[config.mk]
export PLATFORM = sky130hd
export DESIGN_NAME = windowed_watchdog_enable
export DESIGN_NICKNAME = d
export VERILOG_FILES = /design/src/verilog/wdog_pkg.sv /design/src/verilog/tick_divider.sv /design/src/verilog/windowed_watchdog_enable.sv
export SDC_FILE = /design/constraint.sdc
export NUM_CORES = 1
export LEC_CHECK = 0
export BUFFER_PORTS_ARGS = -buffer_cell sky130_fd_sc_hd__buf_4
export CELL_PAD_IN_SITES_DETAIL_PLACEMENT = 0
export CELL_PAD_IN_SITES_GLOBAL_PLACEMENT = 1
export CORE_ASPECT_RATIO = 0.75
export CORE_MARGIN = 2
export CORE_UTILIZATION = 35
export DETAILED_ROUTE_END_ITERATION = 10
export GPL_ROUTABILITY_DRIVEN = 0
export GPL_TIMING_DRIVEN = 0
export HOLD_SLACK_MARGIN = 0.03
export PLACE_DENSITY = 0.68
export SYNTH_ARGS = -nofsm -noshare
export SYNTH_HDL_FRONTEND = slang
export SYNTH_SLANG_ARGS = --single-unit
[constraint.sdc]
create_clock -name clock -period 3.5 [get_ports clock]
set_input_delay 0.35 -clock clock [delete_from_list [all_inputs] [get_ports clock]]
set_output_delay 0.35 -clock clock [all_outputs]
set_load 0.05 [all_outputs]
[src/verilog/wdog_pkg.sv]
// Package: timing constants and state encoding of the windowed watchdog sequencer
package wdog_pkg;

  // ----------------------------------------------------------------
  // Time base
  // ----------------------------------------------------------------
  localparam int unsigned CLK_HZ            = 50_000_000;
  localparam int unsigned TICK_US           = 100;
  localparam int unsigned TICK_DIV          = (CLK_HZ / 1_000_000) * TICK_US;
  localparam int unsigned TICK_DIV_W        = 13;

  // ----------------------------------------------------------------
  // Phase times in microseconds, with tick counts derived from them
  // ----------------------------------------------------------------
  localparam int unsigned POWER_ON_DELAY_US       = 100_000;
  localparam int unsigned CLOSED_WINDOW_TIME_US   = 80_000;
  localparam int unsigned OPEN_WINDOW_TIME_US     = 40_000;
  localparam int unsigned WD_RESET_PULSE_WIDTH_US = 2_500;
  localparam int unsigned POR_TICKS          = POWER_ON_DELAY_US / TICK_US;
  localparam int unsigned CLOSED_TICKS       = CLOSED_WINDOW_TIME_US / TICK_US;
  localparam int unsigned OPEN_TICKS         = OPEN_WINDOW_TIME_US / TICK_US;
  localparam int unsigned WDR_TICKS          = WD_RESET_PULSE_WIDTH_US / TICK_US;
  localparam int unsigned PHASE_CNT_W        = 12;

  // ----------------------------------------------------------------
  // Consecutive good services needed before enable goes active
  // ----------------------------------------------------------------
  localparam logic [1:0]  GOOD_SERVICES_NEEDED = 2'h3;

  typedef enum logic [4:0] {
    ST_SUPPLY_LOW = 5'h01,
    ST_POR        = 5'h02,
    ST_CLOSED     = 5'h04,
    ST_OPEN       = 5'h08,
    ST_WD_RESET   = 5'h10
  } wd_state_t;

endpackage

[src/verilog/tick_divider.sv]
// Tick divider: one-cycle enable pulse for the watchdog time base
`timescale 1ns/100ps
module tick_divider
  import wdog_pkg::*;
#(
  parameter int unsigned DIV = TICK_DIV
) (
  // Clock and reset
  input  wire logic clock,
  input  wire logic sys_rst,
  // Tick output
  output logic      tick
);

  logic [TICK_DIV_W-1:0] cnt_r;
  wire                   wrap = (cnt_r == TICK_DIV_W'(DIV - 1));

  always_ff @(posedge clock) begin
    if (sys_rst) begin
      cnt_r <= '0;
      tick  <= 1'b0;
    end else begin
      cnt_r <= wrap ? '0 : cnt_r + 1'b1;
      tick  <= wrap;
    end
  end

endmodule

[src/verilog/windowed_watchdog_enable.sv]
// Windowed watchdog sequencer with power-on delay and system enable output
`timescale 1ns/100ps

module windowed_watchdog_enable
  import wdog_pkg::*;
#(
  parameter int unsigned TICK_CYCLES = TICK_DIV
) (
  // Clock and reset
  input  wire logic clock,
  input  wire logic sys_rst,
  // Supply monitor and host service pin
  input  wire logic supply_good,
  input  wire logic service_pulse_in_n,
  // Outputs to the system
  output logic      sys_reset_out_n,
  output logic      sys_enable_out_n
);

  // ----------------------------------------------------------------
  // Input synchronisers
  // ----------------------------------------------------------------
  logic       sg_meta_r;
  logic       sg_sync_r;
  logic       svc_meta_r;
  logic       svc_sync_r;
  logic       svc_prev_r;

  // Both pins are asynchronous to clock; supply reads bad until proven good
  always_ff @(posedge clock) begin
    if (sys_rst) begin
      sg_meta_r <= 1'b0;
      sg_sync_r <= 1'b0;
    end else begin
      sg_meta_r <= supply_good;
      sg_sync_r <= sg_meta_r;
    end
  end

  // Edge register starts at the idle level, so reset makes no false edge
  always_ff @(posedge clock) begin
    if (sys_rst) begin
      svc_meta_r <= 1'b1;
      svc_sync_r <= 1'b1;
      svc_prev_r <= 1'b1;
    end else begin
      svc_meta_r <= service_pulse_in_n;
      svc_sync_r <= svc_meta_r;
      svc_prev_r <= svc_sync_r;
    end
  end

  // Service is counted on the falling edge of the active-low pin
  wire svc_fall = svc_prev_r & ~svc_sync_r;

  // ----------------------------------------------------------------
  // Time base
  // ----------------------------------------------------------------
  logic tick;

  // Free-running from reset: a phase may end up to one tick short
  tick_divider #(
    .DIV     (TICK_CYCLES)
  ) u_tick (
    .clock   (clock),
    .sys_rst (sys_rst),
    .tick    (tick)
  );

  // ----------------------------------------------------------------
  // Sequencer
  // ----------------------------------------------------------------
  wd_state_t              state_r;
  wd_state_t              state_nxt;
  logic [PHASE_CNT_W-1:0] cnt_r;
  logic [PHASE_CNT_W-1:0] cnt_nxt;
  logic [1:0]             good_r;
  logic [1:0]             good_nxt;
  logic                   reset_n_nxt;
  logic                   enable_n_nxt;

  // Last tick of a phase of given length
  function automatic logic phase_done(input logic [PHASE_CNT_W-1:0] c, input int unsigned len);
    phase_done = (c == PHASE_CNT_W'(len - 1));
  endfunction

  // Timeouts end a phase only on a tick, so all timing is in ticks
  wire por_end    = tick & phase_done(cnt_r, POR_TICKS);
  wire closed_end = tick & phase_done(cnt_r, CLOSED_TICKS);
  wire open_end   = tick & phase_done(cnt_r, OPEN_TICKS);
  wire wdr_end    = tick & phase_done(cnt_r, WDR_TICKS);
  wire [PHASE_CNT_W-1:0] cnt_step = tick ? cnt_r + 1'b1 : cnt_r;
  // Loss is seen two clocks late, after the synchroniser
  wire                   supply_lost = ~sg_sync_r;

  // ----------------------------------------------------------------
  // Next-state logic
  // ----------------------------------------------------------------
  always_comb begin
    state_nxt = state_r;
    cnt_nxt   = cnt_step;
    good_nxt  = good_r;
    case (state_r)
      ST_SUPPLY_LOW: begin
        // Counter held at zero so the delay starts whole
        cnt_nxt = '0;
        if (sg_sync_r) begin
          state_nxt = ST_POR;
        end
      end
      ST_POR: begin
        // Service edges not examined here
        if (por_end) begin
          state_nxt = ST_CLOSED;
          cnt_nxt   = '0;
        end
      end
      ST_CLOSED: begin
        // Too early: a fault, not a service
        if (svc_fall) begin
          state_nxt = ST_WD_RESET;
          cnt_nxt   = '0;
        end else if (closed_end) begin
          state_nxt = ST_OPEN;
          cnt_nxt   = '0;
        end
      end
      ST_OPEN: begin
        if (svc_fall) begin
          state_nxt = ST_CLOSED;
          cnt_nxt   = '0;
          // Saturates, so later services keep enable active
          if (good_r != GOOD_SERVICES_NEEDED) begin
            good_nxt = good_r + 1'b1;
          end
        end else if (open_end) begin
          state_nxt = ST_WD_RESET;
          cnt_nxt   = '0;
        end
      end
      ST_WD_RESET: begin
        // Service edges during the pulse are ignored
        good_nxt = '0;
        if (wdr_end) begin
          // Loop repeats closed, open, pulse while unserviced
          state_nxt = ST_CLOSED;
          cnt_nxt   = '0;
        end
      end
      default: begin
        state_nxt = ST_SUPPLY_LOW;
        cnt_nxt   = '0;
        good_nxt  = '0;
      end
    endcase
    // Supply loss overrides everything, even mid-phase
    if (supply_lost) begin
      state_nxt = ST_SUPPLY_LOW;
      cnt_nxt   = '0;
      good_nxt  = '0;
    end
  end

  // ----------------------------------------------------------------
  // Registers
  // ----------------------------------------------------------------
  // States in which the system is held in reset
  function automatic logic holds_reset(input wd_state_t s);
    case (s)
      ST_SUPPLY_LOW: holds_reset = 1'b1;
      ST_POR:        holds_reset = 1'b1;
      ST_WD_RESET:   holds_reset = 1'b1;
      default:       holds_reset = 1'b0;
    endcase
  endfunction

  // Outputs registered from next state so they track it the same edge
  wire in_reset_nxt = holds_reset(state_nxt);
  assign reset_n_nxt  = ~in_reset_nxt;
  assign enable_n_nxt = in_reset_nxt | (good_nxt != GOOD_SERVICES_NEEDED);

  // Sequencer state
  always_ff @(posedge clock) begin
    if (sys_rst) begin
      state_r <= ST_SUPPLY_LOW;
      cnt_r   <= '0;
      good_r  <= '0;
    end else begin
      state_r <= state_nxt;
      cnt_r   <= cnt_nxt;
      good_r  <= good_nxt;
    end
  end

  // Held in reset, enable inactive, until the sequencer says otherwise
  always_ff @(posedge clock) begin
    if (sys_rst) begin
      sys_reset_out_n  <= 1'b0;
      sys_enable_out_n <= 1'b1;
    end else begin
      sys_reset_out_n  <= reset_n_nxt;
      sys_enable_out_n <= enable_n_nxt;
    end
  end

endmodule

==> flow_metrics.py <==
metrics = {
    "status": {
        "status": "complete, no violations",
    },
    "grt": {
        "grt_max_degree": 15,
        "grt_pass1_wl_um": 6190,
        "grt_pass1_vias": 1310,
        "grt_antenna_before_repair": 0,
        "gr-total-overflow": 0,
        "grt.total_usage": 0.140,
    },
    "critical_path": {
        "r2r-start": "cnt_r[0]$_SDFF_PP0_",
        "startpoint": "cnt_r[0]$_SDFF_PP0_",
        "crit_path_end_kind": "register",
        "crit_fanout": 10,
        "required_ns": 3.69,
        "path_class": "reg2reg",
        "critPathLaunchType": "register",
        "crit_arrival_ns": 2.56,
    },
    "die": {
        "initial_core_util": 0.364,
        "core_area_mm2": 0.00490,
        "die_h_um": 65.8,
        "boundaryPins": 6,
        "die_w_um": 86.4,
        "dieArea_mm2": 0.00569,
        "fp-row-count": 22,
    },
    "sta": {
        "hold_viol_final": 0,
        "fin_skew_ns": 0.00740,
        "slew_violations": 0,
        "finalSetupViolations": 0,
        "timing.final.crit_share": 0.677,
        "rsz0062_at_grt": "false",
        "slew_headroom": 0.689,
        "timing.setup.tns_ns": 0,
        "clock.fmax_mhz": 422,
        "tightest_slew_ns": 0.462,
        "fin_crit_ns": 2.37,
    },
    "cells_and_area": {
        "area_growth_pct": 12.8,
        "design_area_mm2": 0.00201,
        "diodes": 0,
        "fin_nets": 222,
        "nFillCells": 490,
        "drive_gt1_frac": 0.111,
    },
    "clocking": {
        "cts_buffers": 5,
        "clockRootBuffer": "clkbuf_8",
        "cts-hold-fix-buffers": 0,
        "clk_latency_ns": 0.29,
        "htree_levels": 2,
        "cts_tree": "done",
        "postCtsSetupBuffers": 0,
        "cts_resized": 0,
        "clockBufferDepth": 2,
        "clk_pin_slew_worst_paths_ns": 0.09,
        "cts.sinks": 40,
    },
    "job": {
        "drv_cap": 0,
    },
    "synthesis": {
        "synth-compound-area-share": 0.0540,
        "syn_area_mm2": 0.00178,
        "synthCells": 203,
        "synthAdderAreaFrac": 0.0210,
        "synth_cell_types": 39,
        "synthMuxAreaShare": 0.00561,
        "synth_top_family_by_area": "simple AND/OR/NAND/NOR gates",
        "synth_edf_count": 0,
        "ys_seq_elements": 40,
        "synth.avg_cell_area_um2": 8.79,
        "syn-num-nets": 210,
        "yosysSeqAreaShare": 0.449,
        "ys_warn_count": 0,
        "ys_async_sr_fraction": 0,
        "ys.flop_type": "dfxtp_1",
        "synth-xor-area-share": 0.113,
        "synth_simple_gate_area_frac": 0.338,
    },
    "placement": {
        "hpwl_um": 2460,
        "post_dp_cell_area_mm2": 0.00190,
        "io_buffer_count": 5,
    },
    "detailed_routing": {
        "vias": 1343,
        "drt_wl_total_um": 3370,
        "drcViolationCount": 0,
        "drt_first_pass_iters": 4,
        "post_drt_wl_per_cell_um": 12.2,
        "antenna_left": 0,
        "via_per_inst": 4.87,
        "drt_iter0_markers": 133,
    },
    "hold_path": {
        "worstHoldStart": "service_pulse_in_n",
        "hp-class": "in2reg",
    },
    "power": {
        "p_leak_uw": 0.000676,
        "p_per_area_mw_per_mm2": 435,
        "peakVddDrop_uv": 210,
    },
}
routing by layer:
metal | up-vias | part of all wire | track usage
met2 | 16 | 0.37 | 0.184
met3 | 5 | 0.035 | 0.0412
met4 | 0 | 0.0065 | 0.0352
met1 | 603 | 0.59 | 0.218
li1 | 719 | - | -
met5 | - | 0 | 0
synthesized netlist by cell type, drive strengths merged (2+ instances only):
library cell   n  area, µm²
a21oi          2       10.0
dfxtp         40        801
xnor2          9       78.8
or4            2       15.0
nor3           8       40.0
nand2b         4       25.0
nand4          7       43.8
nor2b          9       56.3
or2            4       25.0
nor2          42        158
or3            2       12.5
buf            2       12.5
nand2         14       52.6
nand3          8       40.0
and3           2       12.5
inv            5       18.8
nor4           7       56.3
nand3b         2       15.0
xor2          14        123
ha             3       37.5
cells by family (layout without fill, tap and decap cells):
logic type,Yosys count,count (layout)
AOI/OAI and AO/OA,12,12
muxes,1,1
buffers and inverters,8,21
xor gates and xnor gates,23,23
DFF,40,40
and+or+nand+nor,116,116
adders and majority gates,3,3
final cells by class:
| class | count | area (µm²) | area share |
|---|---|---|---|
| multi-input cells | 155 | 948 | 0.471 |
| flip-flops and latches | 40 | 801 | 0.398 |
| well taps | 60 | 75.1 | 0.0373 |
| clock buffers | 5 | 68.8 | 0.0342 |
| clock inverters | 3 | 46.3 | 0.0230 |
| repair buffers | 5 | 37.5 | 0.0187 |
| inverters | 5 | 18.8 | 0.00933 |
| plain buffers | 3 | 16.3 | 0.00808 |
worst paths after layout:
kind,endpoint,slack [ns],cells after the start
worst max-delay path,cnt_r[5]$_SDFF_PP0_,1.13,7
worst min-delay path,svc_meta_r$_SDFF_PP1_,0.23,2
worst max register to register,cnt_r[5]$_SDFF_PP0_,1.13,7
worst min register to register,svc_sync_r$_SDFF_PP1_,0.41,1
cells in the final DEF, fill, tap and decap left out, types with 4 or more instances in the layout:
| cell | synthesis | routed |
|---|---|---|
| xnor2_1 | 9 | 9 |
| nand4_1 | 7 | 7 |
| or2_2 | 4 | 4 |
| nor4_1 | 5 | 5 |
| nand2b_1 | 4 | 4 |
| xor2_1 | 14 | 14 |
| clkbuf_8 | 0 | 5 |
| nor3_1 | 8 | 8 |
| nor2_1 | 42 | 42 |
| buf_4 | 1 | 6 |
| inv_1 | 5 | 5 |
| dfxtp_1 | 40 | 40 |
| nand3_1 | 8 | 8 |
| nand2_1 | 14 | 14 |
| nor2b_1 | 9 | 9 |
per-stage QoR:
step | hold WS (ns) | total power [µW] | setup WS, ns | instances | utilization
finish | 0.232 | 874 | 1.13 | 276 | 0.411
floorplan | 0.379 | 489 | 1.47 | 203 | -
CTS | 0.223 | 893 | 1.10 | 276 | 0.411
global route | 0.222 | 915 | 0.980 | 276 | 0.411
detailed placement | 0.393 | 497 | 1.13 | 268 | 0.387
global placement | 0.391 | 496 | 1.16 | 268 | 0.387
flip-flops by register name (all words and copies together), names as in the netlist:
register / count
sys_reset_out_n: 1
sg_sync_r: 1
state_r: 5
svc_meta_r: 1
svc_prev_r: 1
svc_sync_r: 1
u_tick.cnt_r: 13
sg_meta_r: 1
u_tick.tick: 1
good_r: 2
cnt_r: 12
sys_enable_out_n: 1
critical path: stages (launching register included):
cell	delay [ns]
dfxtp_1	0.41
ha_1	0.20
nand4_1	0.19
or4_1	0.57
nor2b_1	0.18
o41ai_2	0.39
buf_4	0.27
nor2_1	0.07
power by group:
part | leakage (µW) | internal [µW] | total, µW | switching, µW
Clock | 0.0000548 | 215 | 389 | 174
Combinational | 0.000298 | 9.61 | 21.0 | 11.4
Sequential | 0.000324 | 461 | 465 | 3.89
No activity file was read; power rests on OpenSTA's default activity.
